[src/ebpa_pkg.sv]
`default_nettype none
package ebpa_pkg;

	////////////////////////////////////////////////////////////////////
	// widths and address map

	localparam int ADDR_W = 28;                       // external address
	localparam logic [27:0] PIO_BASE = 28'hffff000;   // peripheral i/o
	localparam logic [27:0] IRAM_LAST = 28'hfffefff;  // top of internal ram
	localparam logic [27:0] REFRESH_ADDR = 28'h0000000; // refresh address

	////////////////////////////////////////////////////////////////////
	// enumerations

	// width of one bus cycle
	typedef enum logic [1:0] {
		SZ_BYTE = 2'b00,
		SZ_HALF = 2'b01,
		SZ_WORD = 2'b10
	} ebpa_size_t;

	// which party owns the current bus cycle
	typedef enum logic [2:0] {
		OWN_NONE    = 3'b000,
		OWN_HOLD    = 3'b001,
		OWN_REFRESH = 3'b010,
		OWN_DMA     = 3'b011,
		OWN_OP      = 3'b100,
		OWN_FETCH   = 3'b101
	} ebpa_owner_t;

	// arbiter sequencing
	typedef enum logic [1:0] {
		ST_IDLE  = 2'b00,
		ST_ISSUE = 2'b01,
		ST_WAIT  = 2'b10,
		ST_HOLD  = 2'b11
	} ebpa_state_t;

endpackage
`default_nettype wire

[src/ebpa_split_if.sv]
`timescale 1ns/10ps
`default_nettype none
// carries one access from the arbiter into the misalign splitter
interface ebpa_split_if;
	logic                  load;       // take a new access
	logic [27:0]           addr;       // access byte address
	ebpa_pkg::ebpa_size_t  size;       // access width
	logic                  advance;    // current piece finished
	logic [27:0]           piece_addr; // address of current piece
	ebpa_pkg::ebpa_size_t  piece_size; // width of current piece
	logic                  piece_last; // current piece ends the access

	modport arb (
		output load,
		output addr,
		output size,
		output advance,
		input  piece_addr,
		input  piece_size,
		input  piece_last
	);

	modport split (
		input  load,
		input  addr,
		input  size,
		input  advance,
		output piece_addr,
		output piece_size,
		output piece_last
	);
endinterface
`default_nettype wire

[src/ebpa_splitter.sv]
`timescale 1ns/10ps
`default_nettype none
module ebpa_splitter (
	input  wire logic  core_clk,
	input  wire logic  srst,
	ebpa_split_if.split sp
);

	////////////////////////////////////////////////////////////////////
	// piece table: {last, byte offset, width} for piece idx

	function automatic logic [4:0] piece_dec(
		input ebpa_pkg::ebpa_size_t sz,
		input logic [1:0]           a,
		input logic [1:0]           idx
	);
		logic [4:0] r;
		r = {1'b1, 2'b00, ebpa_pkg::SZ_BYTE};
		unique case (sz)
			ebpa_pkg::SZ_WORD:
			begin
				if (a[0])
				begin
					// byte, halfword, byte
					if (idx == 2'd0)
						r = {1'b0, 2'b00, ebpa_pkg::SZ_BYTE};
					else if (idx == 2'd1)
						r = {1'b0, 2'b01, ebpa_pkg::SZ_HALF};
					else
						r = {1'b1, 2'b11, ebpa_pkg::SZ_BYTE};
				end
				else if (a[1])
				begin
					// two halfwords
					if (idx == 2'd0)
						r = {1'b0, 2'b00, ebpa_pkg::SZ_HALF};
					else
						r = {1'b1, 2'b10, ebpa_pkg::SZ_HALF};
				end
				else
					r = {1'b1, 2'b00, ebpa_pkg::SZ_WORD};
			end
			ebpa_pkg::SZ_HALF:
			begin
				// odd halfword becomes two bytes
				if (a[0])
					r = (idx == 2'd0) ? {1'b0, 2'b00, ebpa_pkg::SZ_BYTE}
					                  : {1'b1, 2'b01, ebpa_pkg::SZ_BYTE};
				else
					r = {1'b1, 2'b00, ebpa_pkg::SZ_HALF};
			end
			default:
				r = {1'b1, 2'b00, ebpa_pkg::SZ_BYTE};
		endcase
		return r;
	endfunction

	logic [27:0]          base;   // start address of the access
	ebpa_pkg::ebpa_size_t size_q; // width of the access
	logic [1:0]           idx;    // piece counter
	logic [4:0]           dec;    // decoded current piece

	////////////////////////////////////////////////////////////////////
	// access capture and piece counting

	// any width at any address: pieces walk the table
	always_ff @(posedge core_clk)
	begin
		if (srst)
		begin
			base   <= 28'h0000000;
			size_q <= ebpa_pkg::SZ_BYTE;
			idx    <= 2'd0;
		end
		else if (sp.load)
		begin
			base   <= sp.addr;
			size_q <= sp.size;
			idx    <= 2'd0;
		end
		else if (sp.advance && !sp.piece_last)
			idx <= idx + 2'd1;
	end

	// piece view from the captured access
	always_comb
	begin
		dec           = piece_dec(size_q, base[1:0], idx);
		sp.piece_last = dec[4];
		sp.piece_addr = base + {26'h0, dec[3:2]};
		sp.piece_size = ebpa_pkg::ebpa_size_t'(dec[1:0]);
	end

	////////////////////////////////////////////////////////////////////
	// checks

	a_half_odd: assert property (@(posedge core_clk) disable iff (srst)
		sp.load && sp.size == ebpa_pkg::SZ_HALF && sp.addr[0]
		|=> sp.piece_size == ebpa_pkg::SZ_BYTE && !sp.piece_last)
		else $error("odd halfword does not open with a byte cycle");

	// second piece of an odd halfword closes the access
	a_half_tail: assert property (@(posedge core_clk)
		disable iff (srst)
		idx == 2'd1 && size_q == ebpa_pkg::SZ_HALF && base[0]
		|-> sp.piece_size == ebpa_pkg::SZ_BYTE && sp.piece_last
		&& sp.piece_addr == base + 28'h1)
		else $error("odd halfword second piece is not the last byte");

	a_word_odd: assert property (@(posedge core_clk) disable iff (srst)
		sp.load && sp.size == ebpa_pkg::SZ_WORD && sp.addr[0]
		|=> sp.piece_size == ebpa_pkg::SZ_BYTE && !sp.piece_last
		&& sp.piece_addr == $past(sp.addr))
		else $error("odd word does not open with a byte cycle");

	a_word_mid: assert property (@(posedge core_clk) disable iff (srst)
		idx == 2'd1 && size_q == ebpa_pkg::SZ_WORD && base[0]
		|-> sp.piece_size == ebpa_pkg::SZ_HALF && !sp.piece_last)
		else $error("odd word middle piece is not a halfword");

	a_word_ten: assert property (@(posedge core_clk) disable iff (srst)
		sp.load && sp.size == ebpa_pkg::SZ_WORD && sp.addr[1:0] == 2'b10
		|=> sp.piece_size == ebpa_pkg::SZ_HALF && !sp.piece_last)
		else $error("word at offset 2 not split into halfwords");

endmodule
`default_nettype wire

[src/ebpa_arbiter.sv]
// Contract
// priority: hold, refresh, DMA, operand, fetch
// fetch may sit inside read-modify-write
// fetch may sit between locked accesses
// fetch into peripheral area: undefined, no bus
// no prefetch past internal RAM top
// any width at any address
// odd halfword: two byte cycles
// odd word: byte, halfword, byte
// word at offset 2: two halfwords
// arbitrate only between whole bus cycles
`timescale 1ns/10ps
`default_nettype none
module ebpa_arbiter (
	input  wire logic                  core_clk,
	input  wire logic                  srst,
	input  wire logic                  hold_req,
	output logic                       hold_ack,
	input  wire logic                  refresh_req,
	output logic                       refresh_done,
	input  wire logic                  dma_req,
	input  wire logic [27:0]           dma_addr,
	input  wire ebpa_pkg::ebpa_size_t  dma_size,
	input  wire logic                  dma_write,
	output logic                       dma_done,
	input  wire logic                  op_req,
	input  wire logic [27:0]           op_addr,
	input  wire ebpa_pkg::ebpa_size_t  op_size,
	input  wire logic                  op_write,
	input  wire logic                  op_rmw,
	input  wire logic                  op_lock,
	output logic                       op_done,
	input  wire logic                  if_req,
	input  wire logic [27:0]           if_addr,
	input  wire logic                  if_prefetch,
	output logic                       if_done,
	output logic                       if_undef,
	output logic                       bus_start,
	output logic [27:0]                bus_addr,
	output ebpa_pkg::ebpa_size_t       bus_size,
	output logic                       bus_write,
	output ebpa_pkg::ebpa_owner_t      bus_owner,
	input  wire logic                  bus_done
);

	////////////////////////////////////////////////////////////////////
	// declarations

	ebpa_split_if sp ();

	logic                  hold_meta;  // first stage, read only by next
	logic                  hold_sync;  // hold request in core domain
	ebpa_pkg::ebpa_state_t state;      // sequencer state
	ebpa_pkg::ebpa_state_t next_state; // sequencer next state
	ebpa_pkg::ebpa_owner_t owner;      // owner of running access
	ebpa_pkg::ebpa_owner_t next_owner; // arbitration winner
	logic                  cur_write;  // running access writes
	logic                  cur_rmw;    // running access is an rmw operand access
	logic                  rmw_gap;    // between rmw read and write
	logic                  atomic;     // only the cpu may use the bus
	logic                  if_pio;     // fetch aims at peripheral area
	logic                  grant;      // a winner is taken this cycle
	logic                  pio_hit;    // fetch answered without the bus
	logic                  fin;        // last piece of an access done

	ebpa_splitter u_split (
		.core_clk (core_clk),
		.srst     (srst),
		.sp       (sp)
	);

	////////////////////////////////////////////////////////////////////
	// hold request arrives from a pin: two-stage synchroniser

	always_ff @(posedge core_clk)
	begin
		if (srst)
		begin
			hold_meta <= 1'b0;
			hold_sync <= 1'b0;
		end
		else
		begin
			hold_meta <= hold_req;
			hold_sync <= hold_meta;
		end
	end

	////////////////////////////////////////////////////////////////////
	// arbitration

	// the peripheral area is the top of the map, so a compare suffices
	assign if_pio = (if_addr >= ebpa_pkg::PIO_BASE);
	// a locked sequence or an open rmw keeps other masters out
	assign atomic = rmw_gap | op_lock;

	// fixed priority winner, looked at only while idle
	always_comb
	begin
		next_owner = ebpa_pkg::OWN_NONE;
		if (atomic)
		begin
			// fetch is let in inside an rmw pair
			if (rmw_gap && if_req)
				next_owner = ebpa_pkg::OWN_FETCH;
			else if (op_req)
				next_owner = ebpa_pkg::OWN_OP;
			// fetch still runs between locked accesses
			else if (if_req)
				next_owner = ebpa_pkg::OWN_FETCH;
		end
		// plain priority chain
		else if (hold_sync)
			next_owner = ebpa_pkg::OWN_HOLD;
		else if (refresh_req)
			next_owner = ebpa_pkg::OWN_REFRESH;
		else if (dma_req)
			next_owner = ebpa_pkg::OWN_DMA;
		else if (op_req)
			next_owner = ebpa_pkg::OWN_OP;
		else if (if_req)
			next_owner = ebpa_pkg::OWN_FETCH;
	end

	// only an idle bus takes a winner, never mid cycle
	assign grant = (state == ebpa_pkg::ST_IDLE)
	             && (next_owner != ebpa_pkg::OWN_NONE);
	// peripheral fetches are answered here, no external cycle
	assign pio_hit = grant && (next_owner == ebpa_pkg::OWN_FETCH) && if_pio;

	////////////////////////////////////////////////////////////////////
	// sequencer

	always_comb
	begin
		next_state = state;
		unique case (state)
			ebpa_pkg::ST_IDLE:
			begin
				if (next_owner == ebpa_pkg::OWN_HOLD)
					next_state = ebpa_pkg::ST_HOLD;
				else if (grant && !pio_hit)
					next_state = ebpa_pkg::ST_ISSUE;
			end
			ebpa_pkg::ST_ISSUE:
				next_state = ebpa_pkg::ST_WAIT;
			ebpa_pkg::ST_WAIT:
			begin
				// the started cycle always runs to its end
				if (fin)
					next_state = ebpa_pkg::ST_IDLE;
				else if (bus_done)
					next_state = ebpa_pkg::ST_ISSUE;
			end
			ebpa_pkg::ST_HOLD:
			begin
				if (!hold_sync)
					next_state = ebpa_pkg::ST_IDLE;
			end
		endcase
	end

	always_ff @(posedge core_clk)
	begin
		if (srst)
			state <= ebpa_pkg::ST_IDLE;
		else
			state <= next_state;
	end

	// owner and attributes of the running access
	always_ff @(posedge core_clk)
	begin
		if (srst)
		begin
			owner     <= ebpa_pkg::OWN_NONE;
			cur_write <= 1'b0;
			cur_rmw   <= 1'b0;
		end
		// hold takes no owner, so bus_owner falls together with hold_ack
		else if (grant && !pio_hit && next_owner != ebpa_pkg::OWN_HOLD)
		begin
			owner     <= next_owner;
			cur_write <= (next_owner == ebpa_pkg::OWN_DMA) ? dma_write
			           : (next_owner == ebpa_pkg::OWN_OP) ? op_write : 1'b0;
			cur_rmw   <= (next_owner == ebpa_pkg::OWN_OP) && op_rmw;
		end
		else if (state == ebpa_pkg::ST_IDLE)
			owner <= ebpa_pkg::OWN_NONE;
	end

	// rmw window opens after the read, closes when the write is taken
	always_ff @(posedge core_clk)
	begin
		if (srst)
			rmw_gap <= 1'b0;
		else if (fin && owner == ebpa_pkg::OWN_OP && cur_rmw && !cur_write)
			rmw_gap <= 1'b1;
		else if (grant && next_owner == ebpa_pkg::OWN_OP)
			rmw_gap <= 1'b0;
	end

	////////////////////////////////////////////////////////////////////
	// splitter feed: misaligned accesses become several cycles

	always_comb
	begin
		sp.load = grant && !pio_hit
		        && (next_owner != ebpa_pkg::OWN_HOLD)
		        && (next_owner != ebpa_pkg::OWN_REFRESH);
		sp.addr = if_addr;
		sp.size = ebpa_pkg::SZ_WORD;
		if (next_owner == ebpa_pkg::OWN_DMA)
		begin
			sp.addr = dma_addr;
			sp.size = dma_size;
		end
		else if (next_owner == ebpa_pkg::OWN_OP)
		begin
			sp.addr = op_addr;
			sp.size = op_size;
		end
		sp.advance = (state == ebpa_pkg::ST_WAIT) && bus_done;
	end

	// refresh is one cycle; others end on their last piece
	assign fin = (state == ebpa_pkg::ST_WAIT) && bus_done
	           && (sp.piece_last || owner == ebpa_pkg::OWN_REFRESH);

	////////////////////////////////////////////////////////////////////
	// bus outputs, all registered

	always_ff @(posedge core_clk)
	begin
		if (srst)
		begin
			bus_start <= 1'b0;
			bus_addr  <= 28'h0000000;
			bus_size  <= ebpa_pkg::SZ_BYTE;
			bus_write <= 1'b0;
			bus_owner <= ebpa_pkg::OWN_NONE;
		end
		else
		begin
			bus_start <= (state == ebpa_pkg::ST_ISSUE);
			if (state == ebpa_pkg::ST_ISSUE)
			begin
				bus_addr  <= (owner == ebpa_pkg::OWN_REFRESH)
				           ? ebpa_pkg::REFRESH_ADDR : sp.piece_addr;
				bus_size  <= sp.piece_size;
				bus_write <= cur_write;
			end
			bus_owner <= (next_state == ebpa_pkg::ST_HOLD
			           || state == ebpa_pkg::ST_HOLD && hold_sync)
			           ? ebpa_pkg::OWN_HOLD : owner;
		end
	end

	// the bus is handed out only once the running cycle is over
	always_ff @(posedge core_clk)
	begin
		if (srst)
			hold_ack <= 1'b0;
		else
			hold_ack <= (next_state == ebpa_pkg::ST_HOLD);
	end

	////////////////////////////////////////////////////////////////////
	// completion strobes, combinational so a requester drops in time

	assign refresh_done = fin && owner == ebpa_pkg::OWN_REFRESH;
	assign dma_done     = fin && owner == ebpa_pkg::OWN_DMA;
	assign op_done      = fin && owner == ebpa_pkg::OWN_OP;
	assign if_done      = (fin && owner == ebpa_pkg::OWN_FETCH) || pio_hit;
	// a cancelled prefetch past ram top is silent, not undefined
	assign if_undef     = pio_hit && !if_prefetch;

	////////////////////////////////////////////////////////////////////
	// checks

	a_hold_first: assert property (@(posedge core_clk)
		disable iff (srst)
		state == ebpa_pkg::ST_IDLE && hold_sync && !atomic
		|=> hold_ack)
		else $error("hold not granted first");

	a_dma_over_op: assert property (@(posedge core_clk)
		disable iff (srst)
		state == ebpa_pkg::ST_IDLE && !atomic && !hold_sync
		&& !refresh_req && dma_req && op_req
		|-> ##2 bus_start && bus_owner == ebpa_pkg::OWN_DMA)
		else $error("dma lost to operand access");

	a_rmw_fetch: assert property (@(posedge core_clk)
		disable iff (srst)
		state == ebpa_pkg::ST_IDLE && rmw_gap && if_req && !if_pio
		|-> ##2 bus_start && bus_owner == ebpa_pkg::OWN_FETCH)
		else $error("fetch not placed inside rmw");

	a_lock_fetch: assert property (@(posedge core_clk)
		disable iff (srst)
		state == ebpa_pkg::ST_IDLE && op_lock && !rmw_gap
		&& !op_req && if_req && !if_pio
		|-> ##2 bus_start && bus_owner == ebpa_pkg::OWN_FETCH)
		else $error("fetch blocked while locked");

	a_pio_nobus: assert property (@(posedge core_clk)
		disable iff (srst)
		if_undef |-> if_done ##1 state == ebpa_pkg::ST_IDLE && !bus_start)
		else $error("peripheral fetch went to the bus");

	a_prefetch_cut: assert property (@(posedge core_clk)
		disable iff (srst)
		pio_hit && if_prefetch
		|-> if_done && !if_undef ##1 !bus_start)
		else $error("prefetch crossed into peripheral area");

	a_cycle_whole: assert property (@(posedge core_clk)
		disable iff (srst)
		state == ebpa_pkg::ST_WAIT && !bus_done && hold_sync
		|=> !hold_ack && state == ebpa_pkg::ST_WAIT)
		else $error("bus taken before cycle ended");

	a_split_pieces: assert property (@(posedge core_clk)
		disable iff (srst)
		state == ebpa_pkg::ST_WAIT && bus_done && !fin
		|=> state == ebpa_pkg::ST_ISSUE ##1 bus_start
		&& bus_owner == $past(owner, 2))
		else $error("misaligned access not continued");

endmodule
`default_nettype wire

[config.mk]
export PLATFORM = sky130hd
export DESIGN_NAME = ebpa_arbiter
export DESIGN_NICKNAME = d
export VERILOG_FILES = /design/src/ebpa_pkg.sv /design/src/ebpa_split_if.sv /design/src/ebpa_splitter.sv /design/src/ebpa_arbiter.sv
export SDC_FILE = /design/constraint.sdc
export NUM_CORES = 1
export LEC_CHECK = 0
export ABC_AREA = 0
export BUFFER_PORTS_ARGS = -buffer_cell sky130_fd_sc_hd__buf_2
export CORE_UTILIZATION = 47
export CTS_BUF_LIST = sky130_fd_sc_hd__clkbuf_4
export DETAILED_ROUTE_END_ITERATION = 12
export PLACE_DENSITY_LB_ADDON = 0.08
export SYNTH_ARGS = -nofsm -noshare
export SYNTH_HDL_FRONTEND = slang
export SYNTH_SLANG_ARGS = --single-unit
[constraint.sdc]
create_clock -name core_clk -period 3.05 [get_ports core_clk]
set_input_delay 0 -clock core_clk [delete_from_list [all_inputs] [get_ports core_clk]]
set_output_delay 0 -clock core_clk [all_outputs]
set_load 0.01 [all_outputs]
==> flow_summary_export.csv, run 1 <==
group,metric,value,unit
status,status,"complete, no violations",
sta,slew_headroom,0.237,
floorplanning,pin_count,142,
place,dpl.hpwl,8510,um
logic_synthesis,netlist-cell-type-count,58,
min_path,min_from,"op_size[1]",
layout,area_growth,35.4,%
layout,stdcell_area,5660,um^2
critical_path,endpoint_kind,"register",
clocking,cts_root_buffer,"clkbuf_4",
power_and_ir_drop,p_sw,0.000769,W
critical_path,rrSetupSlack,140,ps
critical_path,crit_buf_inv,3,
detailed_routing,drt_wl_total,12100,um
logic_synthesis,syn_inst,528,
grt,grt_usage,0.267,
power_and_ir_drop,comb_power_share,0.245,
logic_synthesis,synthArstFlopShare,0,
power_and_ir_drop,p_seq_frac,0.478,
detailed_routing,vias_per_cell,5.42,
logic_synthesis,yosysWarnings,0,
detailed_routing,drc_errors,0,
clocking,clkSinkCount,78,
layout,antennaDiodeCount,0,
critical_path,path_class,"reg2reg",
detailed_routing,first_iter_violations,188,
sta,setup_viol,0,
critical_path,cp-start-kind,"register",
floorplanning,dieArea,9280,um^2
clocking,cts_buffers,9,
critical_path,worstPathRequired,3360,ps
logic_synthesis,synth_seq_cells,78,
clocking,clk_latency,420,ps
logic_synthesis,syn_area,4180,um^2
sta,skew,21.4,ps
min_path,holdPathStages,4,
power_and_ir_drop,p_clk_frac,0.277,
clocking,path_clk_slew,140,ps
clocking,htree_levels,3,
critical_path,r2r-end,"bus_addr[26]",
grt,grt_overflow,0,
grt,grt_pass1_wl,19000,um
logic_synthesis,ys_seq_area_frac,0.373,
sta,worst_pin_slew,1140,ps
layout,fill_cells,803,
logic_synthesis,synth_area_per_cell,7.92,um^2
clocking,cts_tree,"built",
power_and_ir_drop,total_leakage_power,2.48,nW
critical_path,worst-path-max-fanout,9,
grt,grt_max_degree,49,
critical_path,worstRegToRegCells,12,
floorplanning,coreArea,8680,um^2
flow_run,maxCapViolCount,0,
place,portBuffers,141,
detailed_routing,wl_per_cell,14.7,um
min_path,hold_path_class,"in2reg",
critical_path,cp_top_family,"simple AND/OR/NAND/NOR gates",
grt,antenna_found_initial,0,
layout,final_cell_mix,"141 x buf_2, 101 x nand2_1, 76 x dfxtp_1",
layout,fin_nets,820,
sta,period_minus_slack,2910,ps
logic_synthesis,synth_edf_count,0,
power_and_ir_drop,vdd_drop_max,0.273,mV
place,placed_area,4980,um^2
critical_path,crit_chain,"inv_1 > ha_4 > nor2_2 > o211a_1 > ha_1 > inv_1 > fa_1 > or4b_4 > buf_6 > nor4_4 > xnor2_1 > o21ai_2",
sta,hold_viol_final,0,
min_path,hold_end,"u_split.size_q[1]",
floorplanning,start_util,0.482,
floorplanning,fp.dieW,96.3,um
critical_path,slowest_stage,"or4b_4",
detailed_routing,first_pass_iters,5,
clocking,clk_path_buf_depth,2,
power_and_ir_drop,internal-power,0.00175,W
power_and_ir_drop,switching_share,0.305,
power_and_ir_drop,power,0.00252,W
critical_path,reg2reg_from,"u_split.size_q[0]",
layout,layout_commonest_cell,"buf_2",
detailed_routing,ant_nets,0,
logic_synthesis,synthFlopType,"dfxtp_1",
floorplanning,die_h,96.3,um
layout,drive_above_1_share,0.260,
sta,fmax,344,MHz
sta,maxSlewViolCount,0,
critical_path,arrival,3220,ps
detailed_routing,vias,4457,
grt,grt_pass1_vias,3983,
power_and_ir_drop,power.density,444,nW/um^2
logic_synthesis,syn-num-nets,638,
floorplanning,row_count,34,
critical_path,slowest_delay,550,ps
critical_path,crit_top_cell,"inv_1",
place,place_congestion,0.889,
sta,fin_crit_sh,0.954,
[routing by layer]
layer  share of wire  vias up  track usage
met5               0        -            0
met4          0.0089        0       0.0650
met3           0.060       10       0.0450
met2            0.48      157        0.453
met1            0.45     2042        0.351
li1                -     2248            -
[power groups by stage]
stage | combinational, W | sequential, W | clock, W
2_1_floorplan | 0.000340 | 0.00121 | 0
3_3_place_gp | 0.000520 | 0.00122 | 0
3_5_place_dp | 0.000531 | 0.00122 | 0
4_1_cts | 0.000601 | 0.00120 | 0.000711
5_1_grt | 0.000680 | 0.00122 | 0.000754
6_report | 0.000616 | 0.00120 | 0.000697
[worst register-to-register path: stages, from the launching register on]
cell and delay (ps):
dfxtp_2 360, inv_1 70, ha_4 260, nor2_2 140, o211a_1 160, ha_1 160, inv_1 60, fa_1 390
or4b_4 550, buf_6 170, nor4_4 270, xnor2_1 180, o21ai_2 60
[state kept, by name (all words and copies together) (netlist names), 2 cells and up]
| name | flops |
|---|---|
| u_split.size_q | 2 |
| bus_owner | 3 |
| bus_size | 2 |
| u_split.idx | 2 |
| bus_addr | 28 |
| state | 2 |
| owner | 3 |
| u_split.base | 28 |
[timing repair]
action / CTS / global route
setup buffers: 0 / 0
endpoints found under the hold margin: 37 / 0
resized for setup: 0 / 7
hold buffers: 50 / 0
endpoints found under the setup margin: 0 / 9
[Yosys cell counts (2+ instances only)]
cell / instances / area, um^2
nand2_1: 101 / 379
dfxtp_1: 78 / 1560
nor2_1: 56 / 210
a31oi_1: 32 / 200
a22o_1: 28 / 245
a21oi_1: 21 / 105
clkbuf_1: 20 / 75.1
xnor2_1: 18 / 158
o21ai_0: 16 / 80.1
inv_1: 13 / 48.8
nor3_1: 12 / 60.1
nand3_1: 11 / 55.1
buf_2: 10 / 50.1
nand4_1: 10 / 62.6
a22oi_1: 9 / 67.6
xor2_1: 9 / 78.8
ha_1: 8 / 100
nand2b_1: 6 / 37.5
nor2b_1: 6 / 37.5
o21ai_1: 6 / 30.0
nor4_1: 5 / 31.3
nand3b_1: 3 / 22.5
nor4b_1: 3 / 26.3
or3_1: 3 / 18.8
a2111oi_0: 2 / 17.5
and3b_1: 2 / 17.5
and4_1: 2 / 17.5
nand4b_1: 2 / 17.5
nor4_2: 2 / 25.0
nor4_4: 2 / 42.5
o211a_1: 2 / 20.0
o21ai_2: 2 / 17.5
o22ai_1: 2 / 12.5
or4b_1: 2 / 20.0
[worst max-delay path by stage]
stage	from	endpoint	slack, ps	cells past startpoint
final	u_split.size_q[0]	bus_addr[26]	140	12
after global routing	u_split.size_q[0]	bus_addr[26]	-20	12
after CTS	u_split.size_q[0]	bus_addr[26]	40	12
after detailed placement	u_split.size_q[0]	bus_addr[26]	30	12
after global placement	u_split.size_q[0]	bus_addr[24]	140	12
after floorplan	u_split.size_q[0]	bus_addr[24]	170	12
[area by class of cell]
type,instances,area [um^2],share of cell area
clock buffer,10,75.1,0.0133
tap,108,135,0.0239
timing repair buffer,203,1300,0.230
clock inverter,6,86.3,0.0152
multi-input combinational,405,2450,0.433
sequential,78,1560,0.276
inverter,13,48.8,0.00862
[cell families after synthesis]
family / Yosys count / synth area share
AO/OA/AOI/OAI: 130 / 0.212
XOR/XNOR: 27 / 0.0566
adder cells (fa/ha/maj): 9 / 0.0287
buffers and inverters: 45 / 0.0452
flip-flops: 78 / 0.373
multiplexers: 1 / 0.00239
AND/OR/NAND/NOR: 238 / 0.282
[per-stage QoR]
step / hold WS (ps) / utilization / worst slack (ps) / setup TNS [ps] / std cells
after floorplan: 51.0 / - / 174 / 0 / 528
after global placement: 213 / 0.573 / 141 / 0 / 757
after detailed placement: 219 / 0.573 / 29.9 / 0 / 757
after CTS: 0.429 / 0.650 / 35.3 / 0 / 823
after global routing: 9.30 / 0.653 / -18.0 / -18.0 / 823
final: 18.0 / 0.653 / 140 / 0 / 823
Note: power is estimated with default switching activity, not from simulation.
==> run 2: changes to the inputs <==
--- a/config.mk
+++ b/config.mk
@@ -7,7 +7,7 @@
 export LEC_CHECK = 0
 export ABC_AREA = 0
 export BUFFER_PORTS_ARGS = -buffer_cell sky130_fd_sc_hd__buf_2
-export CORE_UTILIZATION = 47
+export CORE_UTILIZATION = 40
 export CTS_BUF_LIST = sky130_fd_sc_hd__clkbuf_4
 export DETAILED_ROUTE_END_ITERATION = 12
 export PLACE_DENSITY_LB_ADDON = 0.08
==> flow_summary_export.csv, run 2 (synthesis results as in run 1) <==
group,metric,value,unit
status,status,"complete, no violations",
clocking,cts_root_buffer,"clkbuf_4",
place,place_congestion,0.821,
clocking,clkSinkCount,78,
flow_run,maxCapViolCount,0,
floorplanning,dieArea,10900,um^2
power_and_ir_drop,vdd_drop_max,0.157,mV
floorplanning,row_count,36,
layout,drive_above_1_share,0.259,
critical_path,rrSetupSlack,150,ps
critical_path,worstPathRequired,3320,ps
detailed_routing,wl_per_cell,14.7,um
detailed_routing,ant_nets,0,
grt,grt_overflow,0,
sta,setup_viol,0,
floorplanning,pin_count,142,
power_and_ir_drop,power,0.00240,W
min_path,hold_path_class,"in2reg",
place,portBuffers,141,
clocking,clk_latency,410,ps
critical_path,worstSetupStartpoint,"u_split.size_q[0]",
detailed_routing,drc_errors,0,
critical_path,endpoint_kind,"register",
clocking,cts_buffers,9,
layout,area_growth,36.1,%
critical_path,worstRegToRegCells,12,
critical_path,arrival,3180,ps
sta,holdWs,26.4,ps
power_and_ir_drop,p_sw,0.000750,W
critical_path,endpoint,"bus_addr[22]",
critical_path,path_class,"reg2reg",
clocking,htree_levels,3,
power_and_ir_drop,comb_power_share,0.259,
floorplanning,fp.dieW,104,um
critical_path,cp_top_family,"simple AND/OR/NAND/NOR gates",
critical_path,r2r-end,"bus_addr[22]",
critical_path,crit_buf_inv,3,
layout,fin_nets,824,
clocking,path_clk_slew,110,ps
layout,layout_commonest_cell,"buf_2",
grt,antenna_found_initial,0,
sta,slew_headroom,0.285,
clocking,clk_path_buf_depth,2,
layout,largest_registers,"bus_addr: 28 flops, u_split.base: 28 flops",
critical_path,slowest_delay,550,ps
critical_path,crit_chain,"inv_1 > ha_4 > nor2_2 > o211a_1 > ha_1 > inv_1 > fa_1 > or4b_4 > buf_6 > nor4_4 > xnor2_1 > o21ai_1",
detailed_routing,vias_per_cell,5.27,
grt,grt_usage,0.234,
floorplanning,coreArea,9950,um^2
grt,grt_max_degree,35,
critical_path,crit_cells,12,
layout,fin_util,0.572,
sta,maxSlewViolCount,0,
detailed_routing,drt_wl_total,12500,um
power_and_ir_drop,switching_share,0.312,
power_and_ir_drop,total_leakage_power,2.49,nW
layout,final_cell_mix,"141 x buf_2, 101 x nand2_1, 76 x dfxtp_1",
grt,grt_pass1_vias,4229,
detailed_routing,first_pass_iters,5,
sta,period_minus_slack,2900,ps
grt,grt_pass1_wl,20400,um
sta,worst_pin_slew,1070,ps
clocking,cts_tree,"built",
power_and_ir_drop,power.density,422,nW/um^2
layout,antennaDiodeCount,0,
place,dpl.hpwl,8870,um
critical_path,reg2reg_from,"u_split.size_q[0]",
critical_path,cp-start-kind,"register",
floorplanning,start_util,0.420,
detailed_routing,vias,4482,
sta,skew,12.3,ps
sta,fin_crit_sh,0.952,
power_and_ir_drop,p_clk_frac,0.241,
sta,hold_viol_final,0,
critical_path,crit_top_cell,"inv_1",
sta,fmax,344,MHz
critical_path,worst-path-max-fanout,8,
critical_path,slowest_stage,"or4b_4",
detailed_routing,first_iter_violations,193,
power_and_ir_drop,internal-power,0.00165,W
power_and_ir_drop,p_seq_frac,0.500,
floorplanning,die_h,104,um
-- run 2: cell types whose count changed in the layout (fill, tap and decap cells not counted), sizes merged --
cell,before,now
clkinv,1,3
clkinvlp,3,1
buf,153,155
clkbuf,10,9
bufinv,2,1
dlygate4sd3,50,52
-- run 2: how the worst min path moves through the flow --
stage / startpoint / endpoint / slack, ps / depth (start not counted)
6_report: dma_addr[12] / u_split.base[12] / 30 / 4
5_1_grt: op_addr[26] / u_split.base[26] / 10 / 4
4_1_cts: op_addr[26] / u_split.base[26] / 2 / 4
3_5_place_dp: hold_req / hold_meta / 230 / 2
3_3_place_gp: hold_req / hold_meta / 220 / 2
2_1_floorplan: if_prefetch / if_undef / 50 / 1
-- run 2: timing repair --
item / in CTS / in global routing
buffers inserted: 0 / 1
endpoints found under the hold margin: 29 / 0
setup endpoints to repair: 0 / 8
gates resized for setup: 0 / 7
hold buffers: 52 / 0
-- run 2: routing by layer --
layer	global-route usage	vias to the layer above	wire (um)
li1	-	2252	-
met1	0.303	2089	5790
met2	0.401	137	6060
met3	0.0357	4	584
met4	0.0663	0	60
met5	0	-	0
-- run 2: through the flow --
step / area (um^2) / std cells / TNS (ps) / setup WS (ps)
floorplan: 4180 / 528 / 0 / 174
global placement: 5010 / 783 / 0 / 135
detailed placement: 5010 / 783 / 0 / 37.7
CTS: 5660 / 849 / 0 / 19.9
global route: 5690 / 850 / -13.3 / -8.24
finish: 5690 / 850 / 0 / 147
-- run 2: layout make-up --
cell class,instances,area [um^2]
Multi-Input combinational cell,405,2450
Fill cell,955,4260
Clock buffer,9,67.6
Inverter,13,48.8
Tap cell,133,166
Timing Repair Buffer,207,1340
Sequential cell,78,1570
Clock inverter,5,52.6
-- run 2: worst register-to-register path, stage by stage (launching register included) --
cell and delay, ps:
dfxtp_2 360, inv_1 70, ha_4 250, nor2_2 130, o211a_1 160, ha_1 160, inv_1 60, fa_1 390
or4b_4 550, buf_6 170, nor4_4 260, xnor2_1 150, o21ai_1 80
-- run 2: power groups by stage --
stage / Combinational (W) / Clock [W] / Sequential (W)
CTS: 0.000612 / 0.000597 / 0.00120
global placement: 0.000529 / 0 / 0.00122
global route: 0.000689 / 0.000647 / 0.00122
finish: 0.000623 / 0.000579 / 0.00120
floorplan: 0.000340 / 0 / 0.00121
detailed placement: 0.000535 / 0 / 0.00122
